<file path="src/ldm_pkg.sv">
// constants, modes and carrier types for the dimming mode controller
package ldm_pkg;

   localparam int unsigned CLK_HZ = 200_000_000;
   localparam int unsigned CYC_PER_US = CLK_HZ / 1_000_000;
   localparam int CNT_W = 23;

   // times in their own units
   localparam int unsigned T_START_MS = 1;
   localparam int unsigned T_REEN_US = 300;
   localparam int unsigned T_STATIC_MS = 15;
   localparam int unsigned T_RAMP_MS = 5;
   localparam int unsigned T_FIRST_ON_US = 1;
   localparam int unsigned T_EN_MIN_US = 5;
   localparam int unsigned T_OFF_MS = 20;

   // cycle counts derived from the clock rate
   localparam int unsigned START_CYC = T_START_MS * 1000 * CYC_PER_US;
   localparam int unsigned REEN_CYC = T_REEN_US * CYC_PER_US;
   localparam int unsigned STATIC_CYC = T_STATIC_MS * 1000 * CYC_PER_US;
   localparam int unsigned OFF_CYC = T_OFF_MS * 1000 * CYC_PER_US;
   localparam int unsigned RAMP_FULL_CYC = T_RAMP_MS * 1000 * CYC_PER_US;
   localparam logic [7:0] REF_FULL = 8'hFF;
   localparam logic [11:0] RAMP_STEP_CYC = 12'(RAMP_FULL_CYC / 255);
   localparam logic [CNT_W-1:0] FIRST_ON_CYC = CNT_W'(T_FIRST_ON_US * CYC_PER_US);
   localparam logic [CNT_W-1:0] EN_MIN_CYC = CNT_W'(T_EN_MIN_US * CYC_PER_US);

   // hybrid split point 12.5 % of 256 codes, hysteresis one code (0.4 %)
   localparam logic [7:0] HYB_FLOOR = 8'h20;
   localparam logic [7:0] HYB_HYST = 8'h01;

   // register map, byte addresses
   localparam logic [11:0] ADDR_CTRL = 12'h000;
   localparam logic [11:0] ADDR_STATUS = 12'h004;
   localparam logic [11:0] ADDR_LEVEL = 12'h008;
   localparam logic [11:0] ADDR_FAULT = 12'h00C;
   localparam logic CTRL_RESET = 1'b0;

   typedef enum logic [2:0] {
      MD_NONE = 3'b000,
      MD_PULSE = 3'b001,
      MD_ANALOG = 3'b010,
      MD_HYBRID = 3'b011,
      MD_FLEX = 3'b100
   } ldm_mode_t;

   typedef enum logic [1:0] {
      ST_OFF = 2'b00,
      ST_WAIT = 2'b01,
      ST_DECODE = 2'b10,
      ST_RUN = 2'b11
   } ldm_state_t;

   // analog comparator results, one bit each
   typedef struct packed {
      logic ovp_cv;
      logic ovp_open;
      logic ovp_hold;
      logic bb_short;
      logic sense_over;
      logic comp_clamp;
      logic switch_fault;
      logic thermal;
   } ldm_fault_t;

endpackage

</file>
<file path="src/ldm_sync.sv">
// three-stage input synchroniser with second/third stage agreement
`timescale 1ns/10ps
`default_nettype none
module ldm_sync #(
   parameter int W = 1
) (
   input wire logic clk,
   input wire logic rst,
   input wire logic [W-1:0] d,
   output logic [W-1:0] q
);
   typedef struct packed {
      logic [W-1:0] s1;
      logic [W-1:0] s2;
      logic [W-1:0] s3;
      logic [W-1:0] out;
   } ldm_sync_t;

   ldm_sync_t sync_reg;
   ldm_sync_t sync_next;

   always_comb begin
      sync_next = sync_reg;
      sync_next.s1 = d;
      sync_next.s2 = sync_reg.s1;
      sync_next.s3 = sync_reg.s2;
   end

   // a bit only moves once stages two and three agree
   genvar i;
   for (i = 0; i < W; i++) begin : g_bit
      always_ff @(posedge clk or posedge rst) begin
         if (rst) begin
            sync_reg.s1[i] <= 1'b0;
            sync_reg.s2[i] <= 1'b0;
            sync_reg.s3[i] <= 1'b0;
            sync_reg.out[i] <= 1'b0;
         end else begin
            sync_reg.s1[i] <= sync_next.s1[i];
            sync_reg.s2[i] <= sync_next.s2[i];
            sync_reg.s3[i] <= sync_next.s3[i];
            if (sync_reg.s2[i] == sync_reg.s3[i]) begin
               sync_reg.out[i] <= sync_reg.s3[i];
            end
         end
      end
   end

   assign q = sync_reg.out;
endmodule
`default_nettype wire

</file>
<file path="src/ldm_dimming_ctrl.sv">
// dimming mode decoder, duty meter, reference ramp, fault reactions, apb registers
//
// What this block does
// - start 1 ms after supply, 300 us re-enable
// - mode decoded from enable and level inputs
// - accept enable pulses down to 150 ns
// - enable rising edge starts switching in pulse mode
// - enable falling edge stops switching, zero current
// - first level pulse of 1 us enters analog
// - duty measured through end of second period
// - reference linear in duty, 90 % to 180 mV
// - static level input means 100 % or 0 %
// - first full-scale reference change takes 5 ms
// - duty quantised to 8 bits
// - hybrid entered by enable falling edge, level low
// - level rising edge ends hybrid until re-enable
// - hybrid below 12.5 % uses internal pulse generator
// - internal generator has 0.4 % hysteresis
// - flexible mode: enable gates, level sets reference
// - constant-voltage above 1.15 V, stop above 1.4 V
// - open load fault, resume below 1.35 V
// - buck-boost short fault, switch at minimum on-time
// - sense over 300 mV fault stops switching
// - comp clamp fault keeps switching, current limited
// - switch or thermal fault stops switching
// - reference full scale code equals 200 mV
`timescale 1ns/10ps
`default_nettype none
module ldm_dimming_ctrl
   import ldm_pkg::*;
#(
   parameter int unsigned START_CYCLES = START_CYC,
   parameter int unsigned REEN_CYCLES = REEN_CYC,
   parameter int unsigned STATIC_CYCLES = STATIC_CYC,
   parameter int unsigned OFF_CYCLES = OFF_CYC
) (
   input wire logic REF_CLK,
   input wire logic RST,
   input wire logic EN_PWM_IN,
   input wire logic LEVEL_DIM_IN,
   input wire logic SUPPLY_OK_IN,
   input wire ldm_fault_t FAULT_CMP_IN,
   input wire logic PSEL,
   input wire logic PENABLE,
   input wire logic PWRITE,
   input wire logic [11:0] PADDR,
   input wire logic [31:0] PWDATA,
   output logic [31:0] PRDATA,
   output logic PREADY,
   output logic PSLVERR,
   output logic SWITCH_EN,
   output logic MIN_ON_TIME,
   output logic CV_MODE,
   output logic [7:0] VREF_CODE,
   output logic [2:0] DIM_MODE,
   output logic FAULT_N_O,
   output logic FAULT_N_OE
);
   localparam logic [CNT_W-1:0] START_LIM = CNT_W'(START_CYCLES - 1);
   localparam logic [CNT_W-1:0] REEN_LIM = CNT_W'(REEN_CYCLES - 1);
   localparam logic [CNT_W-1:0] STATIC_LIM = CNT_W'(STATIC_CYCLES);
   localparam logic [CNT_W-1:0] OFF_LIM = CNT_W'(OFF_CYCLES - 1);
   localparam logic [CNT_W-1:0] CNT_ONE = CNT_W'(1);

   typedef struct packed {
      ldm_state_t st;
      ldm_mode_t mode;
      logic first_pwr;
      logic hyb_lock;
      logic en_d;
      logic lvl_d;
      logic meas_d;
      logic [CNT_W-1:0] tmr;
      logic [CNT_W-1:0] off_cnt;
      logic [CNT_W-1:0] hi_cnt;
      logic [CNT_W-1:0] per_cnt;
      logic [CNT_W-1:0] m_hi;
      logic [CNT_W-1:0] m_per;
      logic [CNT_W-1:0] gen_cnt;
      logic [1:0] periods;
      logic div_busy;
      logic [3:0] div_cnt;
      logic [CNT_W:0] div_rem;
      logic [7:0] div_q;
      logic [7:0] duty;
      logic duty_valid;
      logic [7:0] vref;
      logic ramping;
      logic [11:0] ramp_cnt;
      logic pwm_region;
      logic open_lat;
      logic force_off;
      logic gate;
      logic fault;
      logic min_on;
      logic cv;
      logic pready;
      logic pslverr;
      logic [31:0] prdata;
   } ldm_core_t;

   ldm_core_t core_reg;
   ldm_core_t core_next;

   logic [10:0] pins_sync;
   logic en;
   logic lvl;
   logic sup;
   ldm_fault_t flt;

   // enable, level, supply and fault pins come from the outside world, so each is synchronised
   ldm_sync #(.W(11)) u_sync (
      .clk(REF_CLK),
      .rst(RST),
      .d({EN_PWM_IN, LEVEL_DIM_IN, SUPPLY_OK_IN, FAULT_CMP_IN}),
      .q(pins_sync)
   );

   assign en = pins_sync[10];
   assign lvl = pins_sync[9];
   assign sup = pins_sync[8];
   assign flt = ldm_fault_t'(pins_sync[7:0]);

   always_comb begin
      logic meas;
      logic meas_rise;
      logic en_fall;
      logic lvl_rise;
      logic lvl_fall;
      logic gen_on;
      logic led_on;
      logic stop;
      logic q_bit;
      logic [CNT_W:0] rem2;
      logic [7:0] tgt;
      core_next = core_reg;
      meas = (core_reg.mode == MD_HYBRID) ? en : lvl;
      meas_rise = meas & ~core_reg.meas_d;
      en_fall = ~en & core_reg.en_d;
      lvl_rise = lvl & ~core_reg.lvl_d;
      lvl_fall = ~lvl & core_reg.lvl_d;
      q_bit = 1'b0;
      rem2 = '0;
      tgt = core_reg.vref;
      led_on = 1'b0;
      gen_on = 1'b0;
      stop = 1'b0;
      core_next.en_d = en;
      core_next.lvl_d = lvl;
      core_next.meas_d = meas;

      // duty meter: period from rising edge to rising edge
      if (meas_rise) begin
         core_next.per_cnt = CNT_ONE;
         core_next.hi_cnt = CNT_ONE;
         if (core_reg.periods != 2'b11) begin
            core_next.periods = core_reg.periods + 2'b01;
         end
         if (core_reg.periods >= 2'b10) begin
            core_next.m_hi = core_reg.hi_cnt;
            core_next.m_per = core_reg.per_cnt;
            if (core_reg.hi_cnt >= core_reg.per_cnt) begin
               core_next.duty = REF_FULL;
               core_next.duty_valid = 1'b1;
            end else begin
               core_next.div_busy = 1'b1;
               core_next.div_cnt = 4'h8;
               core_next.div_rem = {1'b0, core_reg.hi_cnt};
               core_next.div_q = 8'h00;
            end
         end
      end else if (core_reg.per_cnt < STATIC_LIM) begin
         core_next.per_cnt = core_reg.per_cnt + CNT_ONE;
         if (meas) begin
            core_next.hi_cnt = core_reg.hi_cnt + CNT_ONE;
         end
      end else if (core_reg.st == ST_RUN) begin
         // no edge for a long time: low reads as full, high as nothing
         core_next.duty = meas ? 8'h00 : REF_FULL;
         core_next.duty_valid = 1'b1;
         core_next.periods = 2'b00;
      end

      // restoring divide, one quotient bit per cycle: 256*hi/period
      if (core_reg.div_busy) begin
         rem2 = {core_reg.div_rem[CNT_W-1:0], 1'b0};
         if (rem2 >= {1'b0, core_reg.m_per}) begin
            rem2 = rem2 - {1'b0, core_reg.m_per};
            q_bit = 1'b1;
         end
         core_next.div_rem = rem2;
         core_next.div_q = {core_reg.div_q[6:0], q_bit};
         core_next.div_cnt = core_reg.div_cnt - 4'h1;
         if (core_reg.div_cnt == 4'h1) begin
            core_next.div_busy = 1'b0;
            core_next.duty = {core_reg.div_q[6:0], q_bit};
            core_next.duty_valid = 1'b1;
         end
      end

      // internal generator copies measured period and high time
      if (core_reg.gen_cnt + CNT_ONE >= core_reg.m_per) begin
         core_next.gen_cnt = '0;
      end else begin
         core_next.gen_cnt = core_reg.gen_cnt + CNT_ONE;
      end
      gen_on = core_reg.gen_cnt < core_reg.m_hi;

      // low-brightness region with one code of hysteresis
      if (core_reg.duty < HYB_FLOOR) begin
         core_next.pwm_region = 1'b1;
      end else if (core_reg.duty >= HYB_FLOOR + HYB_HYST) begin
         core_next.pwm_region = 1'b0;
      end

      // long enable low means disabled
      if (en) begin
         core_next.off_cnt = '0;
      end else if (core_reg.off_cnt != OFF_LIM) begin
         core_next.off_cnt = core_reg.off_cnt + CNT_ONE;
      end

      unique case (core_reg.st)
         ST_OFF: begin
            core_next.mode = MD_NONE;
            core_next.vref = 8'h00;
            core_next.hyb_lock = 1'b0;
            core_next.duty_valid = 1'b0;
            if (en) begin
               core_next.tmr = core_reg.tmr + CNT_ONE;
               if (core_reg.tmr >= EN_MIN_CYC - CNT_ONE) begin
                  core_next.st = ST_WAIT;
                  core_next.tmr = '0;
               end
            end else begin
               core_next.tmr = '0;
            end
         end
         ST_WAIT: begin
            core_next.tmr = core_reg.tmr + CNT_ONE;
            if (core_reg.tmr >= (core_reg.first_pwr ? START_LIM : REEN_LIM)) begin
               core_next.st = ST_DECODE;
               core_next.first_pwr = 1'b0;
               core_next.periods = 2'b00;
               core_next.ramping = 1'b1;
               core_next.ramp_cnt = 12'h000;
            end
         end
         ST_DECODE: begin
            if (lvl_fall && core_reg.hi_cnt >= FIRST_ON_CYC) begin
               core_next.st = ST_RUN;
               core_next.mode = MD_ANALOG;
            end else if (en_fall) begin
               core_next.st = ST_RUN;
               if (lvl || core_reg.hyb_lock) begin
                  core_next.mode = MD_PULSE;
               end else begin
                  core_next.mode = MD_HYBRID;
                  core_next.periods = 2'b00;
               end
            end
            if (core_reg.off_cnt == OFF_LIM) begin
               core_next.st = ST_OFF;
            end
         end
         ST_RUN: begin
            unique case (core_reg.mode)
               MD_PULSE: begin
                  if (lvl_fall && core_reg.hi_cnt >= FIRST_ON_CYC) begin
                     core_next.mode = MD_FLEX;
                  end
               end
               MD_ANALOG: begin
                  if (en_fall) begin
                     core_next.mode = MD_FLEX;
                  end
               end
               MD_HYBRID: begin
                  if (lvl_rise) begin
                     core_next.mode = MD_FLEX;
                     core_next.hyb_lock = 1'b1;
                     core_next.periods = 2'b00;
                     core_next.duty_valid = 1'b0;
                  end
               end
               default: begin
               end
            endcase
            if (core_reg.off_cnt == OFF_LIM) begin
               core_next.st = ST_OFF;
            end
         end
      endcase

      // reference target and on/off gating per mode
      unique case (core_reg.mode)
         MD_PULSE: begin
            tgt = REF_FULL;
            led_on = en;
         end
         MD_ANALOG: begin
            tgt = core_reg.duty_valid ? core_reg.duty : core_reg.vref;
            led_on = 1'b1;
         end
         MD_FLEX: begin
            tgt = core_reg.duty_valid ? core_reg.duty : core_reg.vref;
            led_on = en;
         end
         MD_HYBRID: begin
            tgt = core_reg.pwm_region ? HYB_FLOOR : core_reg.duty;
            led_on = core_reg.pwm_region ? gen_on : 1'b1;
         end
         default: begin
            tgt = 8'h00;
            led_on = 1'b0;
         end
      endcase

      // first change after start walks one code per step, then tracks directly
      if (core_reg.st == ST_RUN) begin
         if (core_reg.ramping) begin
            if (core_reg.ramp_cnt >= RAMP_STEP_CYC - 12'h001) begin
               core_next.ramp_cnt = 12'h000;
               if (core_reg.vref < tgt) begin
                  core_next.vref = core_reg.vref + 8'h01;
               end else if (core_reg.vref > tgt) begin
                  core_next.vref = core_reg.vref - 8'h01;
               end
            end else begin
               core_next.ramp_cnt = core_reg.ramp_cnt + 12'h001;
            end
            if (core_reg.vref == tgt && (core_reg.duty_valid || core_reg.mode == MD_PULSE)) begin
               core_next.ramping = 1'b0;
            end
         end else begin
            core_next.vref = tgt;
         end
      end

      // open load latches above 1.4 V and holds until below 1.35 V
      if (flt.ovp_open) begin
         core_next.open_lat = 1'b1;
      end else if (!flt.ovp_hold) begin
         core_next.open_lat = 1'b0;
      end
      stop = core_reg.open_lat | flt.sense_over | flt.switch_fault | flt.thermal;
      core_next.gate = (core_reg.st == ST_RUN) & led_on & ~stop & ~core_reg.force_off;
      core_next.min_on = flt.bb_short & core_next.gate;
      core_next.cv = flt.ovp_cv;
      // comp clamp reports only; the current limit keeps switching safe
      core_next.fault = core_reg.open_lat | flt.bb_short | flt.sense_over | flt.comp_clamp |
         flt.switch_fault | flt.thermal;

      // apb slave, one wait state so the answer comes from flops
      core_next.pready = 1'b0;
      core_next.pslverr = 1'b0;
      if (PSEL && PENABLE && !core_reg.pready) begin
         core_next.pready = 1'b1;
         core_next.prdata = 32'h0000_0000;
         unique case (PADDR)
            ADDR_CTRL: begin
               core_next.prdata = {31'h0000_0000, core_reg.force_off};
            end
            ADDR_STATUS: begin
               core_next.prdata = {20'h00000, core_reg.pwm_region, core_reg.ramping, core_reg.duty_valid,
                  core_reg.hyb_lock, core_reg.cv, core_reg.fault, core_reg.gate, core_reg.st, core_reg.mode};
            end
            ADDR_LEVEL: begin
               core_next.prdata = {16'h0000, core_reg.vref, core_reg.duty};
            end
            ADDR_FAULT: begin
               core_next.prdata = {23'h000000, core_reg.open_lat, flt};
            end
            default: begin
               core_next.pslverr = 1'b1;
            end
         endcase
      end

      // write lands on the edge where the master sees pready high
      if (PSEL && PENABLE && PWRITE && core_reg.pready && PADDR == ADDR_CTRL) begin
         core_next.force_off = PWDATA[0];
      end

      // supply drop overrides everything and forces the long start delay
      if (!sup) begin
         core_next.st = ST_OFF;
         // enable qualification restarts once supply is back
         core_next.tmr = '0;
         core_next.first_pwr = 1'b1;
         core_next.gate = 1'b0;
      end
   end

   always_ff @(posedge REF_CLK or posedge RST) begin
      if (RST) begin
         core_reg <= '0;
         core_reg.st <= ST_OFF;
         core_reg.mode <= MD_NONE;
         core_reg.first_pwr <= 1'b1;
         core_reg.force_off <= CTRL_RESET;
      end else begin
         core_reg <= core_next;
      end
   end

   assign PRDATA = core_reg.prdata;
   assign PREADY = core_reg.pready;
   assign PSLVERR = core_reg.pslverr;
   assign SWITCH_EN = core_reg.gate;
   assign MIN_ON_TIME = core_reg.min_on;
   assign CV_MODE = core_reg.cv;
   assign VREF_CODE = core_reg.vref;
   assign DIM_MODE = core_reg.mode;
   // open drain: the pin is only ever driven low
   assign FAULT_N_O = 1'b0;
   assign FAULT_N_OE = core_reg.fault;
endmodule
`default_nettype wire

</file>
<file path="config.mk">
export PLATFORM = sky130hd
export DESIGN_NAME = ldm_dimming_ctrl
export DESIGN_NICKNAME = d
export VERILOG_FILES = /design/src/ldm_pkg.sv /design/src/ldm_sync.sv /design/src/ldm_dimming_ctrl.sv
export SDC_FILE = /design/constraint.sdc
export NUM_CORES = 1
export LEC_CHECK = 0
export ABC_AREA = 0
export ABC_CLOCK_PERIOD_IN_PS = 17000
export BUFFER_PORTS_ARGS = -buffer_cell sky130_fd_sc_hd__buf_2
export CAP_MARGIN = 30
export CORE_ASPECT_RATIO = 0.9
export CORE_MARGIN = 2
export CORE_UTILIZATION = 35
export CTS_BUF_LIST = sky130_fd_sc_hd__clkbuf_8
export DETAILED_ROUTE_END_ITERATION = 8
export SYNTH_ARGS = -nofsm -noshare
export SYNTH_HDL_FRONTEND = slang
export SYNTH_SLANG_ARGS = --single-unit
</file>
<file path="constraint.sdc">
create_clock -name REF_CLK -period 17 [get_ports REF_CLK]
set_clock_uncertainty 0.05 [all_clocks]
set_input_delay 0 -clock REF_CLK [delete_from_list [all_inputs] [get_ports REF_CLK]]
set_output_delay 0 -clock REF_CLK [all_outputs]
set_load 0.02 [all_outputs]
</file>
==> impl_results.md, run 1 <==
* Status: completed
* Vias in the first global route at 14100
* Reg-to-reg endpoint: VREF_CODE[5]$_DFF_PP0_
* Finished Layout Cells at 2751
* Netlist Area Pre-Place at 18000 sq um
* Synth cell types at 86
* GP Congestion at 0.885
* Layout cells sized above 1 at 9.61%
* HPWL after DPL at 31600 um
* Total CTS buffers at 51
* Clk_lat worst skew at 610 ps
* First-pass GRT wire length at 74400 um
* Horiz. Die Dim at 243 um
* Clock slew at reported path FFs at 70 ps
* Cell taking the most area after synthesis: dfrtp_1
* Main combinational cell family by area after synthesis: simple AND/OR/NAND/NOR gates
* Pleak at 9.36 nW
* Antenna Cells at 0
* Die area at 53300 sq um
* R2r worst-path depth at 13
* Power share of the combinational group at 32.3%
* Number of flops mapped to enable cells by yosys at 0
* FP Rows at 78
* Port buffer count at 61
* Fillers at 5012
* P&R area growth vs syn at 12.5%
* Largest register FFs at 230
* Synth Area in Compound Gates at 16.4%
* Worst slack, placed at 12400 ps
* DRT Pass-1 Iters at 5
* Starting Density at 35.6%
* Seq pwr share at 37.5%
* FF-to-FF Start: DIM_MODE[2]$_DFFE_PP0P_
* Setup TNS at 0 ps
* Unrepaired setup endpoints after global routing: false
* Power Dens Cells at 117 nW/um^2
* Post-route ant nets at 0
* Clock sinks at 307
* Max FO, Critical Path at 13
* Final Hold Fails at 0
* Crit share post-route at 27.5%
* Setup-failing EPs final at 0
* Antenna violations before repair at 0
* Switching power at 0.835 mW
* Synthesized-area fraction occupied by and/or/nand/nor cells at 17.4%
* # DRC at 0
* Syn Inst Count at 1963
* CORE AREA at 50700 sq um
* Most frequent cells in the layout: 306 x dfrtp_1, 217 x nand2_1, 163 x nor2_1
* Final WS setup at 12320 ps
* Worst hold path type: in -> async
* Max IR drop VDD at 0.0000688 V
* WL/cell at 16.4 um
* GRT overflow at 0
* Top post-synthesis cells by area: dfrtp_1 42%, ha_1 8.7%, nand2_1 4.5%, o21ai_0 4.2%, nor2_1 3.4%
* Crit end category: flop
* Flops & latches, synth at 307
* Final Slew Violations at 0
* Largest net degree at the start of global routing at 113
* Worst-margin pin slew at 1040 ps
* FF-to-FF setup slack at 12320 ps
* Vias at 14300
* Ports at 110
* Max Root-Sink Buffers at 3
* Worst setup path class: reg -> reg
* Total GRT Usage at 17.0%
* Int Pwr at 1.54 mW
* Async set or reset register ratio after synthesis at 100%
* Starting DRT DRC Count at 929
* DRT Wirelength at 45200 um
* Critical Path RT at 17440 ps
* CP Launch Type: flop
* Fin crit period at 4680 ps
* Clock power share at 30.2%
* Xor/xnor cell area share of the yosys netlist at 5.20%
* Die height at 219 um
* CTS tree: done
* Area of the multi-input gates at 9340 sq um
* Post-synthesis mux area share at 2.96%
* Vias/cell at 5.18
* Reg area at 7680 sq um
* Relative slew margins at 30.8%
* Post-synth top area share at 42.5%
* WP data arrival at 5110 ps
* Fin nets at 2216
* Warnings, synthesis at 0
* Achievable Freq at 214 MHz
* Post-Synth Adder-Cell Area at 9.47%
* Leading cell type in the layout, fill and taps excluded: dfrtp_1
* Ys flop type: dfrtp_1
* Post-synthesis sequential area ratio at 42.6%
* H-tree levels at 2
* Synth Area per Inst at 9.18 sq um
* Clock root cell: clkbuf_8
* Max-cap violations at 0
* Placed cells at 2615
* Switching share of power at 35.2%
==> layout make-up <==
class / count / area share (%)
Clock buffer: 65 / 4.41
Tap cell: 680 / 4.20
Sequential cell: 307 / 37.9
Clock inverter: 30 / 1.14
Multi-Input combinational cell: 1440 / 46.1
Timing Repair Buffer: 114 / 4.10
Inverter: 115 / 2.17
==> power groups by stage <==
stage / clock [mW] / sequential, mW / combinational, mW
floorplan: 0 / 0.873 / 0.593
global placement: 0 / 0.900 / 0.723
detailed placement: 0 / 0.902 / 0.752
CTS: 0.737 / 0.889 / 0.762
global route: 0.775 / 0.904 / 0.859
finish: 0.718 / 0.890 / 0.766
==> worst max-delay path, cell delays in order (launching register included) <==
cell and delay [ps]:
dfrtp_1 630, inv_1 220, nor3_1 730, a21oi_1 230, ha_1 340, nor2b_1 130
o21a_1 160, o21a_1 160, o21bai_1 450, nand2_1 400, a21oi_1 320, o21ai_0 160
and2_1 270, a221o_1 300
==> cells in the mapped netlist (38+ instances only) <==
master    instances
dfrtp_1         306
nand2_1         217
nor2_1          163
o21ai_0         150
ha_1            126
inv_1           111
a21oi_1          93
nand3_1          77
clkbuf_1         62
xnor2_1          57
xor2_1           50
buf_4            44
a21o_1           40
nand4_1          38
==> routing by layer <==
layer	GRT usage [%]	wire [um]	vias to the layer above
li1	-	-	6990
met1	24.3	22000	6897
met2	26.6	20200	296
met3	2.51	1920	77
met4	5.09	1050	0
met5	0	0	-
==> kinds of logic after synthesis <==
family                     after synthesis
adders and majority gates              138
muxes                                   49
other                                    1
xor gates and xnor gates               107
buffers and inverters                  232
DFF                                    307
AOI/OAI and AO/OA                      470
and+or+nand+nor                        659
==> timing repair <==
action | in CTS | in global routing
hold endpoints to repair | 136 | 15
hold buffers | 37 | 2
resized for setup | 0 | 0
setup buffers | 0 | 0
==> worst max path at each step <==
stage                       startpoint                     end  slack, ps  cells past startpoint
2_1_floorplan                      RST       CV_MODE$_DFF_PP0_       8460                      1
3_3_place_gp   DIM_MODE[2]$_DFFE_PP0P_  VREF_CODE[5]$_DFF_PP0_      12380                     13
3_5_place_dp   DIM_MODE[2]$_DFFE_PP0P_  VREF_CODE[5]$_DFF_PP0_      12400                     13
4_1_cts        DIM_MODE[2]$_DFFE_PP0P_  VREF_CODE[5]$_DFF_PP0_      12370                     13
5_1_grt        DIM_MODE[2]$_DFFE_PP0P_  VREF_CODE[5]$_DFF_PP0_      11960                     13
6_report       DIM_MODE[2]$_DFFE_PP0P_  VREF_CODE[5]$_DFF_PP0_      12320                     13
==> stage by stage <==
stage	total power [mW]	utilization (%)	hold WS, ps	instance area, sq um
after detailed placement	1.65	36.9	59.7	18700
after floorplan	1.47	-	-18.6	18100
after CTS	2.39	39.9	103	20200
after global routing	2.54	40.0	172	20300
after global placement	1.62	36.9	58.3	18700
final	2.37	40.0	85.7	20300
Note: power is estimated with default switching activity, not from simulation.
==> run 2, diff against run 1 <==
--- a/config.mk
+++ b/config.mk
@@ -6,7 +6,7 @@
 export NUM_CORES = 1
 export LEC_CHECK = 0
 export ABC_AREA = 0
-export ABC_CLOCK_PERIOD_IN_PS = 17000
+export ABC_CLOCK_PERIOD_IN_PS = 4700
 export BUFFER_PORTS_ARGS = -buffer_cell sky130_fd_sc_hd__buf_2
 export CAP_MARGIN = 30
 export CORE_ASPECT_RATIO = 0.9
==> constraint.sdc (replaced) <==
create_clock -name REF_CLK -period 4.7 [get_ports REF_CLK]
set_clock_uncertainty 0.05 [all_clocks]
set_input_delay 0 -clock REF_CLK [delete_from_list [all_inputs] [get_ports REF_CLK]]
set_output_delay 0 -clock REF_CLK [all_outputs]
set_load 0.02 [all_outputs]
==> run 2 against run 1 <==
Effect of this change: clock power rose to 3.5 times the previous value; sequential cell count unchanged; die area stayed put; largest power group unchanged; critical endpoint unchanged; global-route usage rose by 0.050 points; setup slack got worse by 12000 ps; maximum frequency is 14% higher.
==> impl_results.md, run 2 (synthesized netlist as in run 1, its figures left out) <==
* Finished Layout Cells at 2760 (+0.33%)
* Relative slew margins at 36.9% (+6.0 points)
* Fin area at 20300 sq um (+0.38%)
* Clock sinks at 307 (unchanged)
* Worst-margin pin slew at 938 ps (-99.0 ps)
* Clock power share at 29.4% (-0.8 points)
* GR Layer Usage met1 at 23.9% (-0.37 points)
* Most frequent cells in the layout: 306 x dfrtp_1, 217 x nand2_1, 163 x nor2_1
* Largest register FFs at 230 (unchanged)
* FF-to-FF setup slack at 590 ps (-11730 ps)
* Vias in the first global route at 14200 (+0.78%)
* # DRC at 0 (unchanged)
* Starting DRT DRC Count at 998 (+7.4%)
* R2r worst-path depth at 15 (+2)
* Seq pwr share at 37.7% (+0.2 points)
* Worst path cell trace: inv_1, nor2_1, a22oi_1, nor2_1, a21oi_1, ha_1, nor2b_1, o21a_1, o21a_1, o21bai_1, nand2_1, a21oi_1, o21ai_0, and2_1, a221o_1
* Crit share post-route at 87.4% (+60 points)
* Fillers at 5019 (+0.14%)
* Pleak at 9.38 nW (+0.20%)
* GP Congestion at 0.863 (-2.4%)
* Gr busiest metal: met2
* Antenna Cells at 0 (unchanged)
* Max FO, Critical Path at 18 (+5)
* CP Launch Type: flop
* Setup-failing EPs final at 0 (unchanged)
* Status: completed
* P&R area growth vs syn at 12.9%
* GRT overflow at 0 (unchanged)
* Final Slew Violations at 0 (unchanged)
* Layout Utilization at 40.2% (+0.15 points)
* H-tree levels at 2 (unchanged)
* Starting Density at 35.6% (unchanged)
* Total CTS buffers at 50 (-2.0%)
* DP Area at 18800 sq um (+0.68%)
* Die area at 53300 sq um (unchanged)
* Max Root-Sink Buffers at 3 (unchanged)
* HPWL after DPL at 31900 um (+0.91%)
* Postcts setup bufs at 0 (unchanged)
* Achievable Freq at 244 MHz (+14%)
* Port buffer count at 61 (unchanged)
* Reg-to-reg endpoint: VREF_CODE[5]$_DFF_PP0_
* Layout cells sized above 1 at 10.4% (+0.82 points)
* Total GRT Usage at 17.0% (+0.050 points)
* WP data arrival at 4550 ps (-560 ps)
* Setup TNS at 0 ps (unchanged)
* Worst setup path class: reg -> reg
* GR Util met2 at 27.0% (+0.42 points)
* Critical-path top delay cell: dfrtp_1
* DRT Wirelength at 45600 um (+0.91%)
* Ports at 110 (unchanged)
* Max-cap violations at 0 (unchanged)
* Placed cells at 2627 (+0.46%)
* DRT Pass-1 Iters at 7 (+2)
* Int Pwr at 5.51 mW (+260%)
* CP peak stage delay at 680 ps (-50 ps)
* CTS tree: done
* WL/cell at 16.5 um (+0.58%)
* Leading cell type in the layout, fill and taps excluded: dfrtp_1
* Antenna violations before repair at 0 (unchanged)
* Post-route ant nets at 0 (unchanged)
* FP Rows at 78 (unchanged)
* Max IR drop VDD at 0.000221 V (+220%)
* Clk_lat worst skew at 620 ps (about the same)
* Crit end category: flop
* Critical Path RT at 5150 ps (-12290 ps)
* Switching power at 3.01 mW (+260%)
* Switching share of power at 35.4% (+0.18 points)
* Fin crit period at 4110 ps (-572 ps)
* Die height at 219 um (unchanged)
* Unrepaired setup endpoints after global routing: false
* Power Dens Cells at 419 nW/um^2 (+260%)
* Horiz. Die Dim at 243 um (unchanged)
* Largest net degree at the start of global routing at 139 (+23%)
* Worst hold path type: in -> async
* FF-to-FF Start: DIM_MODE[1]$_DFFE_PP0P_
* Clock slew at reported path FFs at 60 ps (about the same)
* Vias/cell at 5.22 (+0.75%)
* Met3 usage at 2.78% (+0.27 points)
* Vias at 14400 (+1.1%)
* First-pass GRT wire length at 74600 um (+0.17%)
* Clock root cell: clkbuf_8
* Power share of the combinational group at 32.9% (+0.6 points)
* CORE AREA at 50700 sq um (unchanged)
* Final Hold Fails at 0 (unchanged)
* Fin nets at 2228 (+0.54%)
## run 2: through the flow
stage | setup slack, ps | power [mW] | hold WS, ps
5_1_grt | 356 | 9.13 | 149
3_5_place_dp | 687 | 6.00 | 61.2
4_1_cts | 699 | 8.59 | 79.6
6_report | 594 | 8.52 | 83.7
3_3_place_gp | 818 | 5.94 | 57.5
2_1_floorplan | 566 | 5.30 | -18.6
## run 2: critical path: cells and delay by family (launching register included)
kind	cells	cell delay [ps]
compound gates	8	1710
simple gates	5	1090
buf+inv	1	160
flops	1	680
fa+ha+maj	1	310
## run 2: area by class of cell
cell class	instances	area (sq um)	share of cell area, %
clock inverters	21	123	0.603
well taps	680	851	4.18
inverters	115	435	2.14
clock buffers	70	963	4.73
flip-flops and latches	307	7680	37.8
repair buffers	127	951	4.67
multi-input cells	1440	9340	45.9
## run 2: what timing repair did
action,4_1_cts,5_1_grt
hold buffers,42,0
gates resized for setup,0,0
endpoints found under the hold margin,64,0
## run 2: layer usage
| metal | vias up | wire length, um |
|---|---|---|
| met5 | - | 0 |
| met4 | 0 | 1150 |
| met3 | 91 | 2410 |
| met2 | 320 | 20500 |
| met1 | 6990 | 21500 |
| li1 | 7013 | - |
## run 2: worst max path at each step
stage	from	endpoint	cells past startpoint
detailed placement	DIM_MODE[1]$_DFFE_PP0P_	VREF_CODE[5]$_DFF_PP0_	15
global placement	DIM_MODE[1]$_DFFE_PP0P_	VREF_CODE[5]$_DFF_PP0_	15
floorplan	RST	CV_MODE$_DFF_PP0_	1
CTS	DIM_MODE[1]$_DFFE_PP0P_	VREF_CODE[5]$_DFF_PP0_	15
global route	DIM_MODE[1]$_DFFE_PP0P_	VREF_CODE[5]$_DFF_PP0_	15
finish	DIM_MODE[1]$_DFFE_PP0P_	VREF_CODE[5]$_DFF_PP0_	15
## run 2: power groups by stage
stage	clock network (mW)	registers, mW	logic [mW]
floorplan	0	3.16	2.15
global placement	0	3.25	2.69
detailed placement	0	3.26	2.74
CTS	2.58	3.21	2.79
global route	2.72	3.26	3.15
finish	2.51	3.22	2.80
==> run 3, diff against run 2 <==
--- a/config.mk
+++ b/config.mk
@@ -9,7 +9,6 @@
 export ABC_CLOCK_PERIOD_IN_PS = 4700
 export BUFFER_PORTS_ARGS = -buffer_cell sky130_fd_sc_hd__buf_2
 export CAP_MARGIN = 30
-export CORE_ASPECT_RATIO = 0.9
 export CORE_MARGIN = 2
 export CORE_UTILIZATION = 35
 export CTS_BUF_LIST = sky130_fd_sc_hd__clkbuf_8
==> run 3 against run 2 <==
Effect of this change: the flow now finishes with violations (hold timing); largest cell class unchanged; critical path depth fell by 1; final cell count grew 0.14%; highest routed layer unchanged; sequential share of layout area about the same; combinational power is 2% lower; count of clock-buffer cells in the layout is 4 lower; critical path type unchanged; largest power group unchanged; core utilization is 0.38 points lower; die area hardly changed; first-iteration DRC count is 12% lower; maximum frequency grew 3.6%; clock power grew 4%.
==> impl_results.md, run 3 (synthesized netlist as in run 1, its figures left out) <==
* Status: finished, violations left
* Failing checks: hold timing
* Setup-failing EPs final at 0 (unchanged)
* HPWL after DPL at 31800 um (-0.31%)
* Max Root-Sink Buffers at 3 (unchanged)
* DRT Wirelength at 45300 um (-0.61%)
* GP Congestion at 0.874 (+1.2%)
* Switching share of power at 35.4% (+0.065 points)
* Fin area at 20300 sq um (about the same)
* CORE AREA at 51100 sq um (+0.87%)
* Worst hold slack at -8.86 ps (-92.5 ps)
* Max-cap violations at 0 (unchanged)
* Post-route ant nets at 0 (unchanged)
* DRT Pass-1 Iters at 7 (unchanged)
* WP data arrival at 4480 ps (-70 ps)
* Pleak at 9.43 nW (+0.45%)
* Final Hold Fails at 4 (+4)
* Starting Density at 35.3% (-0.31 points)
* Seq pwr share at 37.5% (-0.2 points)
* Clock slew at reported path FFs at 60 ps (about the same)
* Int Pwr at 5.54 mW (+0.58%)
* Worst setup path class: reg -> reg
* CP Launch Type: flop
* Worst-margin pin slew at 1110 ps (+173 ps)
* Reg area at 7680 sq um (unchanged)
* Starting DRT DRC Count at 875 (-12%)
* Antenna violations before repair at 0 (unchanged)
* Setup crit start: core_reg[62]$_DFF_PP0_
* Largest register FFs at 230 (unchanged)
* Vias at 14400 (-0.021%)
* Unrepaired setup endpoints after global routing: false
* H-tree levels at 2 (unchanged)
* FP Rows at 83 (+6.4%)
* Max IR drop VDD at 0.000268 V (+22%)
* Final Slew Violations at 0 (unchanged)
* Fillers at 5107 (+1.8%)
* Vias/cell at 5.21 (-0.17%)
* R2r worst-path depth at 14 (-1)
* Largest net degree at the start of global routing at 169 (+22%)
* Total CTS buffers at 55 (+10%)
* # DRC at 0 (unchanged)
* Horiz. Die Dim at 231 um (-5.0%)
* Power Dens Cells at 422 nW/um^2 (+0.76%)
* Leading cell type in the layout, fill and taps excluded: dfrtp_1
* Clock power share at 30.6% (+1.2 points)
* Crit share post-route at 84.4% (-3.0 points)
* Relative slew margins at 25.9% (-11 points)
* Clock sinks at 307 (unchanged)
* WL/cell at 16.4 um (-0.75%)
* Fin crit period at 3970 ps (-141 ps)
* DP Area at 18800 sq um (-0.23%)
* Final WS setup at 735 ps (+141 ps)
* Worst slack, placed at 805 ps (+118 ps)
* Die height at 231 um (+5.3%)
* GRT overflow at 0 (unchanged)
* Critical Path RT at 5220 ps (+70 ps)
* Fin nets at 2227 (-0.045%)
* Reg-to-reg endpoint: VREF_CODE[5]$_DFF_PP0_
* Crit end category: flop
* Clk_lat worst skew at 680 ps (+60 ps)
* Die area at 53300 sq um (about the same)
* Most frequent cells in the layout: 306 x dfrtp_1, 217 x nand2_1, 163 x nor2_1
* FF-to-FF Start: core_reg[62]$_DFF_PP0_
* Antenna Cells at 0 (unchanged)
* Ports at 110 (unchanged)
* FF-to-FF setup slack at 730 ps (+140 ps)
* Achievable Freq at 252 MHz (+3.6%)
* Layout cells sized above 1 at 9.88% (-0.55 points)
* First-pass GRT wire length at 75000 um (+0.62%)
* Worst hold path type: in -> async
* Switching power at 3.04 mW (+0.87%)
* Power share of the combinational group at 31.9% (-1.0 points)
* Max FO, Critical Path at 14 (-4)
* Port buffer count at 61 (unchanged)
* Total GRT Usage at 17.2% (+0.20 points)
* Clock root cell: clkbuf_8
* P&R area growth vs syn at 12.8% (about the same)
* Area of the multi-input gates at 9330 sq um (about the same)
* Setup TNS at 0 ps (unchanged)
* CTS tree: done
* Vias in the first global route at 14500 (+2.0%)
==> run 3: power groups by stage <==
stage | sequential (mW) | clock (mW) | combinational [mW]
after global placement | 3.25 | 0 | 2.64
after CTS | 3.22 | 2.71 | 2.74
after detailed placement | 3.26 | 0 | 2.69
after global routing | 3.26 | 2.83 | 3.10
after floorplan | 3.16 | 0 | 2.15
final | 3.22 | 2.62 | 2.74
==> run 3: layout make-up <==
class,instances,area share (%)
Multi-Input combinational cell,1440,45.9
Sequential cell,307,37.8
Clock buffer,66,4.47
Timing Repair Buffer,121,4.31
Tap cell,680,4.18
Inverter,115,2.14
Clock inverter,35,1.21
==> run 3: worst max-delay path, cell delays in order, from the launching register on <==
cell and delay [ps]:
dfrtp_1 640, mux2i_1 230, inv_1 70, a21oi_1 140
a311oi_1 60, a21oi_1 200, ha_1 280, a21o_1 180
a21o_1 170, a21oi_1 410, nand2_1 370, a21oi_1 310
o21ai_0 180, and2_1 260, a221o_1 290
==> run 3: metal layers <==
| layer | global-route usage (%) | wire (um) | part of all wire, % | up-vias |
|---|---|---|---|---|
| met5 | 0 | 0 | 0 | - |
| met4 | 5.46 | 1190 | 2.6 | 0 |
| met3 | 3.33 | 2160 | 4.8 | 82 |
| met2 | 28.8 | 21400 | 47 | 303 |
| met1 | 22.5 | 20600 | 45 | 7009 |
| li1 | - | - | - | 7017 |
==> run 3: what timing repair did <==
item / CTS / global route
hold buffers: 38 / 0
resized for setup: 0 / 0
hold endpoints to repair: 333 / 0
buffers inserted: 0 / 0
==> run 3: through the flow <==
stage,power (mW),util [%],instances
floorplan,5.30,-,1979
global placement,5.89,36.8,2625
detailed placement,5.96,36.8,2625
CTS,8.66,39.8,2764
global route,9.19,39.8,2764
finish,8.58,39.8,2764
==> run 3: worst max path at each step <==
stage,to,slack (ps),cells past startpoint
finish,VREF_CODE[5]$_DFF_PP0_,730,14
global placement,VREF_CODE[5]$_DFF_PP0_,740,14
global route,VREF_CODE[5]$_DFF_PP0_,380,14
CTS,VREF_CODE[5]$_DFF_PP0_,790,14
detailed placement,VREF_CODE[5]$_DFF_PP0_,810,14
floorplan,CV_MODE$_DFF_PP0_,570,1
